[config.mk]
export PLATFORM = sky130hd
export DESIGN_NAME = atp_timer
export DESIGN_NICKNAME = d
export VERILOG_FILES = /design/src/hdl/atp_pkg.sv /design/src/hdl/atp_timer.sv
export SDC_FILE = /design/constraint.sdc
export NUM_CORES = 1
export LEC_CHECK = 0
export BUFFER_PORTS_ARGS = -buffer_cell sky130_fd_sc_hd__buf_2
export CORE_MARGIN = 2
export CORE_UTILIZATION = 45
export DETAILED_ROUTE_END_ITERATION = 16
export PLACE_DENSITY = 0.69
export SLEW_MARGIN = 0
export SYNTH_ARGS = -nofsm -noshare
export SYNTH_HDL_FRONTEND = slang
export SYNTH_SLANG_ARGS = --single-unit
[constraint.sdc]
create_clock -name clk -period 16.7 [get_ports clk]
set_input_delay 2.505 -clock clk [delete_from_list [all_inputs] [get_ports clk]]
set_output_delay 2.505 -clock clk [all_outputs]
set_load 0.005 [all_outputs]
[src/hdl/atp_pkg.sv]
package atp_pkg;

    // Bus geometry.
    localparam int          DATA_W   = 32;
    localparam int          ADDR_W   = 8;
    localparam int          EVT_W    = 5;
    localparam int          TAP_W    = 5;
    localparam int          SEL_W    = 2;
    localparam int          CNT_W    = 4;

    // Register offsets, byte addresses.
    localparam logic [7:0]  OFF_CTRL   = 8'h00;
    localparam logic [7:0]  OFF_COUNT  = 8'h04;
    localparam logic [7:0]  OFF_STATUS = 8'h08;
    localparam logic [7:0]  OFF_IMASK  = 8'h0c;
    localparam logic [7:0]  OFF_WAKEEN = 8'h10;
    localparam logic [7:0]  OFF_ALARM  = 8'h14;
    localparam logic [7:0]  OFF_PERSEL = 8'h18;
    localparam logic [7:0]  OFF_CLOCK  = 8'h1c;

    // Control register fields.
    localparam int          CTRL_EN       = 0;
    localparam int          CTRL_PRESCALER_CLEAR     = 1;
    localparam int          CTRL_CLRALM   = 2;
    localparam int          CTRL_TAP_LSB  = 8;

    // Status and event bit positions; bits 0 to 4 are shared by status, mask and wake enable, busy and pending are status only.
    localparam int          ST_WRAP    = 0;
    localparam int          ST_PER     = 1;
    localparam int          ST_ALARM   = 2;
    localparam int          ST_CLKRDY  = 3;
    localparam int          ST_READY   = 4;
    localparam int          ST_BUSY    = 8;
    localparam int          ST_CLOCK_SWITCH_PENDING = 9;

    // Clock register fields and source codes.
    localparam int          CLK_CEN     = 0;
    localparam int          CLK_SEL_LSB = 8;
    localparam logic [1:0]  SRC_RC   = 2'h0;
    localparam logic [1:0]  SRC_XTAL = 2'h1;
    localparam logic [1:0]  SRC_PB   = 2'h2;
    localparam logic [1:0]  SRC_GEN  = 2'h3;

    // Cycles that a write needs to reach the counting logic.
    localparam logic [3:0]  SYNC_CYCLES = 4'h3;
    localparam logic [31:0] ALL_ONES    = 32'hffffffff;

    // Bus answer state machine.
    typedef enum logic [1:0] {
        ATP_IDLE   = 2'b01,
        ATP_ANSWER = 2'b10
    } atp_apb_type;

    // Whole state of the timer front end.
    typedef struct packed {
        atp_apb_type        apbState;
        logic               pready;
        logic               pslverr;
        logic [31:0]        prdata;
        logic               irq;
        logic               wakeReq;
        logic [2:0]         srcMeta;
        logic [2:0]         srcStable;
        logic [2:0]         srcLast;
        logic               enable;
        logic               clrOnAlarm;
        logic [TAP_W-1:0]   tap;
        logic [TAP_W-1:0]   perTap;
        logic [31:0]        alarm;
        logic [31:0]        counter;
        logic [31:0]        prescaler;
        logic [EVT_W-1:0]   status;
        logic [EVT_W-1:0]   intMask;
        logic [EVT_W-1:0]   wakeEn;
        logic               prescaler_clock_enable;
        logic [SEL_W-1:0]   clock_source_select;
        logic               activeCen;
        logic [SEL_W-1:0]   activeSel;
        logic               clock_switch_pending;
        logic [CNT_W-1:0]   clkCnt;
        logic               busy;
        logic [CNT_W-1:0]   syncCnt;
        logic [7:0]         pendAddr;
        logic [31:0]        pendData;
    } atp_state_type;

endpackage : atp_pkg

[src/hdl/atp_timer.sv]
// Summary of operation
// RULE1 - 32-bit prescaler feeds 32-bit up-counter, both run only when enabled.
// RULE2 - Source select picks RC oscillator, crystal, bus clock or generic clock.
// RULE3 - Software enables the source clock before setting the timer enable bit.
// RULE4 - Software never changes source select and clock enable in one write.
// RULE5 - Start: write source, poll pending, set enable, poll pending again.
// RULE6 - Stop: clear clock enable with source unchanged, poll pending to zero.
// RULE7 - Change source: disable and wait, select and wait, enable and wait.
// RULE8 - Switch pending sets when clock enable changes, clears when safe again.
// RULE9 - Prescaler increments on every source clock rising edge while enabled.
// RULE10 - Prescaler unreadable, cleared to zero by writing one to prescaler clear.
// RULE11 - Prescaler bit selected by tap select clocks the counter.
// RULE12 - Debug halt freezes prescaler and counter unless run-in-debug and mask set.
// RULE13 - Counting goes on while source runs, independent of the bus clock; here every source is sampled and counted on the bus clock clk.
// RULE14 - Timer can raise a wake request from any sleep mode.
// RULE15 - Periodic, alarm and wrap events; alarm may optionally clear the counter.
// RULE16 - Software programs the interrupt controller before using the request.
// RULE17 - Counter wraps from all ones to zero and sets the wrap flag.
// RULE18 - While sync busy, writes to synced registers are dropped, reads give zero.
// RULE19 - Switch pending also sets after a source select write until taken over.
//
// Chosen here: the APB slave port and the placing of the registers.
`timescale 1ns/1ps
`default_nettype none
module atp_timer (
    input  wire logic        clk,
    input  wire logic        rst_b,
    input  wire logic        psel,
    input  wire logic        penable,
    input  wire logic        pwrite,
    input  wire logic [7:0]  paddr,
    input  wire logic [31:0] pwdata,
    output logic             pready,
    output logic             pslverr,
    output logic [31:0]      prdata,
    input  wire logic        rcOscIn,
    input  wire logic        xtalOscIn,
    input  wire logic        genClkIn,
    input  wire logic        debugHalt,
    input  wire logic        runInDebug,
    input  wire logic        debugFreezeMask,
    output logic             irq,
    output logic             wakeReq
);

    logic [1:0]              rstPipe;
    logic                    rstSync;
    atp_pkg::atp_state_type  st;
    atp_pkg::atp_state_type  next_st;
    logic                    srcTick;
    logic                    frozen;
    logic                    running;
    logic                    applyNow;
    logic                    cntRise;
    logic                    busAccess;
    logic                    busWrite;
    logic                    syncReg;
    logic [31:0]             readData;
    logic                    readHit;
    logic [atp_pkg::EVT_W-1:0] events;
    logic [atp_pkg::EVT_W-1:0] clrMask;
    logic [31:0]             nextPre;

    // Reset is released through two flip-flops.
    always_ff @(posedge clk or negedge rst_b) begin
        if (!rst_b) begin
            rstPipe <= 2'h0;
        end else begin
            rstPipe <= {rstPipe[0], 1'b1};
        end
    end
    assign rstSync = rstPipe[1];

    // Source tick: bus clock counts every cycle, the others on a synced rising edge.
    always_comb begin
        if (st.activeSel == atp_pkg::SRC_PB) begin
            srcTick = 1'b1; // RULE2
        end else if (st.activeSel == atp_pkg::SRC_RC) begin
            srcTick = st.srcStable[0] & ~st.srcLast[0];
        end else if (st.activeSel == atp_pkg::SRC_XTAL) begin
            srcTick = st.srcStable[1] & ~st.srcLast[1];
        end else begin
            srcTick = st.srcStable[2] & ~st.srcLast[2];
        end
    end

    // Debug freeze and run condition.
    assign frozen   = debugHalt & ~(runInDebug & debugFreezeMask); // RULE12
    assign running  = st.activeCen & st.enable & ~frozen;          // RULE1 RULE13
    assign applyNow = st.busy && (st.syncCnt == 4'h1);
    assign nextPre  = 32'(st.prescaler + 32'h1);
    assign cntRise  = ~st.prescaler[st.tap] & nextPre[st.tap];     // RULE11

    // Bus decode; the write lands on the edge where pready is seen high.
    assign busAccess = psel & penable;
    assign busWrite  = busAccess & pwrite & (st.apbState == atp_pkg::ATP_ANSWER);
    assign syncReg   = (paddr == atp_pkg::OFF_CTRL) || (paddr == atp_pkg::OFF_COUNT)
                    || (paddr == atp_pkg::OFF_WAKEEN) || (paddr == atp_pkg::OFF_ALARM)
                    || (paddr == atp_pkg::OFF_PERSEL);

    // Read multiplexer; synchronised registers read zero while busy.
    always_comb begin
        readData = 32'h0;
        readHit  = 1'b1;
        if (paddr == atp_pkg::OFF_CTRL) begin
            readData[atp_pkg::CTRL_EN]     = st.enable;
            readData[atp_pkg::CTRL_CLRALM] = st.clrOnAlarm;
            readData[atp_pkg::CTRL_TAP_LSB +: atp_pkg::TAP_W] = st.tap;
        end else if (paddr == atp_pkg::OFF_COUNT) begin
            readData = st.counter;
        end else if (paddr == atp_pkg::OFF_STATUS) begin
            readData[atp_pkg::EVT_W-1:0]   = st.status;
            readData[atp_pkg::ST_BUSY]     = st.busy;
            readData[atp_pkg::ST_CLOCK_SWITCH_PENDING]  = st.clock_switch_pending;
        end else if (paddr == atp_pkg::OFF_IMASK) begin
            readData[atp_pkg::EVT_W-1:0] = st.intMask;
        end else if (paddr == atp_pkg::OFF_WAKEEN) begin
            readData[atp_pkg::EVT_W-1:0] = st.wakeEn;
        end else if (paddr == atp_pkg::OFF_ALARM) begin
            readData = st.alarm;
        end else if (paddr == atp_pkg::OFF_PERSEL) begin
            readData[atp_pkg::TAP_W-1:0] = st.perTap;
        end else if (paddr == atp_pkg::OFF_CLOCK) begin
            readData[atp_pkg::CLK_CEN] = st.prescaler_clock_enable;
            readData[atp_pkg::CLK_SEL_LSB +: atp_pkg::SEL_W] = st.clock_source_select;
        end else begin
            readHit = 1'b0;
        end
        if (st.busy && syncReg) begin
            readData = 32'h0; // RULE18
        end
    end

    // Next state of the whole block.
    always_comb begin
        next_st = st;
        events  = '0;
        clrMask = '0;

        // Two-flop synchronisers on the oscillator pins, then edge history.
        next_st.srcMeta   = {genClkIn, xtalOscIn, rcOscIn};
        next_st.srcStable = st.srcMeta;
        next_st.srcLast   = st.srcStable;

        // Prescaler, tapped counter, periodic, wrap and alarm events.
        if (running && srcTick) begin
            next_st.prescaler = nextPre; // RULE9
            if (~st.prescaler[st.perTap] & nextPre[st.perTap]) begin
                events[atp_pkg::ST_PER] = 1'b1; // RULE15
            end
            if (cntRise) begin
                if (st.counter == atp_pkg::ALL_ONES) begin
                    next_st.counter = 32'h0; // RULE17
                    events[atp_pkg::ST_WRAP] = 1'b1;
                end else begin
                    next_st.counter = 32'(st.counter + 32'h1);
                end
                if (next_st.counter == st.alarm) begin
                    events[atp_pkg::ST_ALARM] = 1'b1; // RULE15
                    if (st.clrOnAlarm) begin
                        next_st.counter = 32'h0;
                        events[atp_pkg::ST_WRAP] = 1'b1;
                    end
                end
            end
        end

        // Clock switch takeover after a fixed settling delay.
        if (st.clock_switch_pending) begin
            next_st.clkCnt = 4'(st.clkCnt - 4'h1);
            if (st.clkCnt == 4'h1) begin
                next_st.clock_switch_pending   = 1'b0; // RULE8 RULE19
                next_st.activeCen = st.prescaler_clock_enable;
                next_st.activeSel = st.clock_source_select;
                events[atp_pkg::ST_CLKRDY] = 1'b1;
            end
        end

        // Deferred register write reaches the counting logic.
        if (st.busy) begin
            next_st.syncCnt = 4'(st.syncCnt - 4'h1);
        end
        if (applyNow) begin
            next_st.busy = 1'b0;
            events[atp_pkg::ST_READY] = 1'b1;
            if (st.pendAddr == atp_pkg::OFF_CTRL) begin
                next_st.enable     = st.pendData[atp_pkg::CTRL_EN];
                next_st.clrOnAlarm = st.pendData[atp_pkg::CTRL_CLRALM];
                next_st.tap = st.pendData[atp_pkg::CTRL_TAP_LSB +: atp_pkg::TAP_W];
                if (st.pendData[atp_pkg::CTRL_PRESCALER_CLEAR]) begin
                    next_st.prescaler = 32'h0; // RULE10
                end
            end else if (st.pendAddr == atp_pkg::OFF_COUNT) begin
                next_st.counter = st.pendData;
            end else if (st.pendAddr == atp_pkg::OFF_WAKEEN) begin
                next_st.wakeEn = st.pendData[atp_pkg::EVT_W-1:0];
            end else if (st.pendAddr == atp_pkg::OFF_ALARM) begin
                next_st.alarm = st.pendData;
            end else begin
                next_st.perTap = st.pendData[atp_pkg::TAP_W-1:0];
            end
        end

        // Bus answer: data is fixed one edge into the access phase.
        if (st.apbState == atp_pkg::ATP_IDLE) begin
            if (busAccess) begin
                next_st.apbState = atp_pkg::ATP_ANSWER;
                next_st.pready   = 1'b1;
                next_st.pslverr  = ~readHit;
                next_st.prdata   = pwrite ? 32'h0 : readData;
            end
        end else begin
            next_st.apbState = atp_pkg::ATP_IDLE;
            next_st.pready   = 1'b0;
            next_st.pslverr  = 1'b0;
        end

        // Register writes.
        if (busWrite) begin
            if (paddr == atp_pkg::OFF_CLOCK) begin
                if (!st.clock_switch_pending) begin
                    next_st.prescaler_clock_enable   = pwdata[atp_pkg::CLK_CEN];
                    next_st.clock_source_select = pwdata[atp_pkg::CLK_SEL_LSB +: atp_pkg::SEL_W];
                    if ((pwdata[atp_pkg::CLK_CEN] != st.prescaler_clock_enable) || (next_st.clock_source_select != st.clock_source_select)) begin
                        next_st.clock_switch_pending = 1'b1; // RULE8 RULE19
                        next_st.clkCnt  = atp_pkg::SYNC_CYCLES;
                    end
                end
            end else if (paddr == atp_pkg::OFF_STATUS) begin
                clrMask = pwdata[atp_pkg::EVT_W-1:0];
            end else if (paddr == atp_pkg::OFF_IMASK) begin
                next_st.intMask = pwdata[atp_pkg::EVT_W-1:0];
            end else if (syncReg && !st.busy) begin
                next_st.busy     = 1'b1; // RULE18
                next_st.syncCnt  = atp_pkg::SYNC_CYCLES;
                next_st.pendAddr = paddr;
                next_st.pendData = pwdata;
            end
        end

        // Sticky status: a new event wins over a clear in the same cycle.
        next_st.status  = (st.status & ~clrMask) | events;
        next_st.irq     = |(next_st.status & next_st.intMask);
        next_st.wakeReq = |(next_st.status & next_st.wakeEn); // RULE14
    end

    // State register.
    always_ff @(posedge clk or negedge rstSync) begin
        if (!rstSync) begin
            st          <= '0;
            st.apbState <= atp_pkg::ATP_IDLE;
        end else begin
            st <= next_st;
        end
    end

    // Outputs straight from the state register.
    assign pready  = st.pready;
    assign pslverr = st.pslverr;
    assign prdata  = st.prdata;
    assign irq     = st.irq;
    assign wakeReq = st.wakeReq;
endmodule : atp_timer
`default_nettype wire

==> impl_metrics.ini <==
[status]
outcome = finished, final reports clean

[synthesis]
synth_edf_count = 0
synth_most_common_cell = dfrtp_1
ys_warn_count = 0
synth_common_cells = dfrtp_1 (226), nand2_1 (161), nor2_1 (106)
ys_types = 91
synth_top_cell_area_share = 0.385
ys_ff_latch = 227
synth_fp_nets = 1658
syn_area_per_cell_sq_um = 9.19
synth_area_leaders = dfrtp_1 (38%), mux2_2 (6.8%), nand2_1 (4.1%), mux4_2 (3.2%), o21ai_0 (3.1%)
synthCells = 1601
yosys.area.top_type = dfrtp_1
ys.flop_type = dfrtp_1
seq_area_frac_synth = 0.386
synthArstFlopShare = 1.00
syn_area_sq_mm = 0.0147

[run]
cap_violations = 0

[setup_path]
start_kind = register
cp-end-kind = register
criticalPathCategory = reg -> reg
cp_max_fo = 14
cp.arrival_ps = 5870
r2r_slack_ps = 11260
required_ps = 17120

[global_route]
track_usage = 0.278
grt_max_degree = 74
antenna_found_initial = 1
first_global_vias = 12000
grt_overflow = 0
grt_pass1_wl_mm = 72.7

[clock_tree]
clock_sinks = 227
cts_tree = built
cts_root_buf = clkbuf_16
htree_num_levels = 1
clock_path_buffers = 3
clkTransAtPathRegs_ps = 60
post-cts-setup-buffer-count = 0
clk_latency_ps = 570
cts-hold-fix-buffers = 0
cts-resized-gates = 0
cts_inserted_buffers = 27

[layout]
fin_nets = 1625
area_growth_syn_to_layout_pct = 8.79
fin_area_sq_mm = 0.0160
layout-drive-gt1-share = 0.185

[place]
place_ws_ps = 11070
place.gp.congestion = 0.998
io_buffers = 86
dpl-instance-area_sq_mm = 0.0150
hpwl_mm = 34.2

[power_and_ir_drop]
clockPowerShare = 0.520
netSwitchingPower_uw = 271
p_comb_frac = 0.026
leakage_uw = 0.00687
power_frac_seq = 0.455
peakVddDrop_uv = 83.8
p_per_area_mw_per_mm2 = 76.5
switching_share = 0.221
p_int_uw = 953

[die]
rows = 66
initial_core_util = 0.454
core_sq_mm = 0.0324
die_w_microns = 185
io_pins = 87
die-area_sq_mm = 0.0341
fp.dieH_microns = 185

[sta]
period_share = 0.326
setup_viol = 0
hold_viol = 0
slew_violations = 0
fin_skew_ps = 31.3
holdWs_ps = 253
fin_tns_setup_ps = 0
fmax_mhz = 184
finalWorstSetupSlack_ps = 11260
relSlewSlack = 0.215
worst_pin_slew_ps = 1170
period_needed_ps = 5440
grt_setup_unrepaired = no

[route]
wl_per_cell_microns = 23.4
first_iter_violations = 1413
drtAntennaViolNets = 0
drt-total-wl_mm = 47.6
dr.pass1.iters = 5
vias = 12900
viasPerCell = 6.35
drc = 0

[min_path]
hp-class = reg -> async
[flip-flops by register name, indices dropped and copies added (netlist names)]
signal / count
irq: 1
next_st: 6
prdata: 32
pslverr: 1
rstPipe: 2
st: 184
wakeReq: 1
[kinds of logic (layout without fill, tap and decap cells)]
logic type               count (synthesis)  count (layout)  synth area share
AND/OR/NAND/NOR                        593             593             0.213
adder cells (fa/ha/maj)                  6               6           0.00510
flip-flops                             227             227             0.386
other                                    1               2          0.000255
buffers and inverters                  197             184            0.0629
AO/OA/AOI/OAI                          357             357             0.164
XOR/XNOR                                84              84            0.0500
multiplexers                           136             136             0.118
[power groups by stage]
stage	Clock, uW	Sequential (uW)	Combinational, uW
floorplan	0	573	11.0
global placement	0	567	31.6
detailed placement	0	567	32.0
CTS	648	557	32.1
global route	671	557	35.7
finish	636	557	31.4
[stage by stage]
step | util | std cells | total power, uW
floorplan | - | 1601 | 584
global placement | 0.464 | 1981 | 598
detailed placement | 0.464 | 1981 | 599
CTS | 0.494 | 2030 | 1240
global route | 0.494 | 2031 | 1260
finish | 0.494 | 2031 | 1220
[worst max-delay path: stages (launching register included)]
cell and delay [ps]:
dfrtp_1 600, ha_1 370, and3_1 330, nand4_2 300
nor4_2 1030, nor3_1 100, a211o_1 310, a211oi_1 430
nand4b_1 660, o21ai_0 890, a2bb2oi_1 210, a21oi_1 80
[metal layers]
layer / global-route usage / vias up / routed length [microns]
li1: - / 5802 / -
met3: 0.0627 / 61 / 4700
met5: 0 / - / 0
met1: 0.426 / 6417 / 21900
met2: 0.394 / 621 / 20000
met4: 0.0657 / 0 / 1020
[layout by cell type, fill, tap and decap left out, types with 14 or more instances in the layout]
cell       synthesis  layout
dfrtp_1          226     225
nand2_1          161     160
nor2_1           106     106
o21ai_0           90      90
mux2_2            89      89
buf_2             31      86
a21oi_1           59      59
nand3_1           50      50
xnor2_1           50      50
nor3_1            43      42
nand4_1           40      40
xor2_1            34      34
a22oi_1           33      33
inv_1             30      30
and3_1            30      30
clkbuf_16          0      27
mux2i_1           26      26
a31oi_1           25      25
nor4_1            24      24
or3_1             23      23
and2_1            23      23
mux4_2            21      21
o31ai_1           20      20
buf_4             36      17
or4_1             14      14
a211oi_1          14      14
[cell type report]
class                           instances  area (sq um)
Fill cell                            3111         16400
Multi-Input combinational cell       1177          8110
Sequential cell                       227          5690
Clock buffer                           36           779
Timing Repair Buffer                  103           558
Tap cell                              442           553
Clock inverter                         13           186
Inverter                               32           120
Antenna cell                            1          2.50
[final timing paths]
path                                 startpoint                      to  depth (start not counted)
setup / recovery              st[103]$_DFF_PN0_       st[134]$_DFF_PN0_                         11
hold / removal             rstPipe[1]$_DFF_PN0_  next_st[184]$_DFF_PN0_                          0
setup reg to reg              st[103]$_DFF_PN0_       st[134]$_DFF_PN0_                         11
hold reg to reg            rstPipe[1]$_DFF_PN0_  next_st[184]$_DFF_PN0_                          0
max in group asynchronous  rstPipe[1]$_DFF_PN0_     st[165]$_DFFE_PN0P_                          2
min in group clk           rstPipe[0]$_DFF_PN0_    rstPipe[1]$_DFF_PN0_                          0
Note: power is estimated with default switching activity, not from simulation.
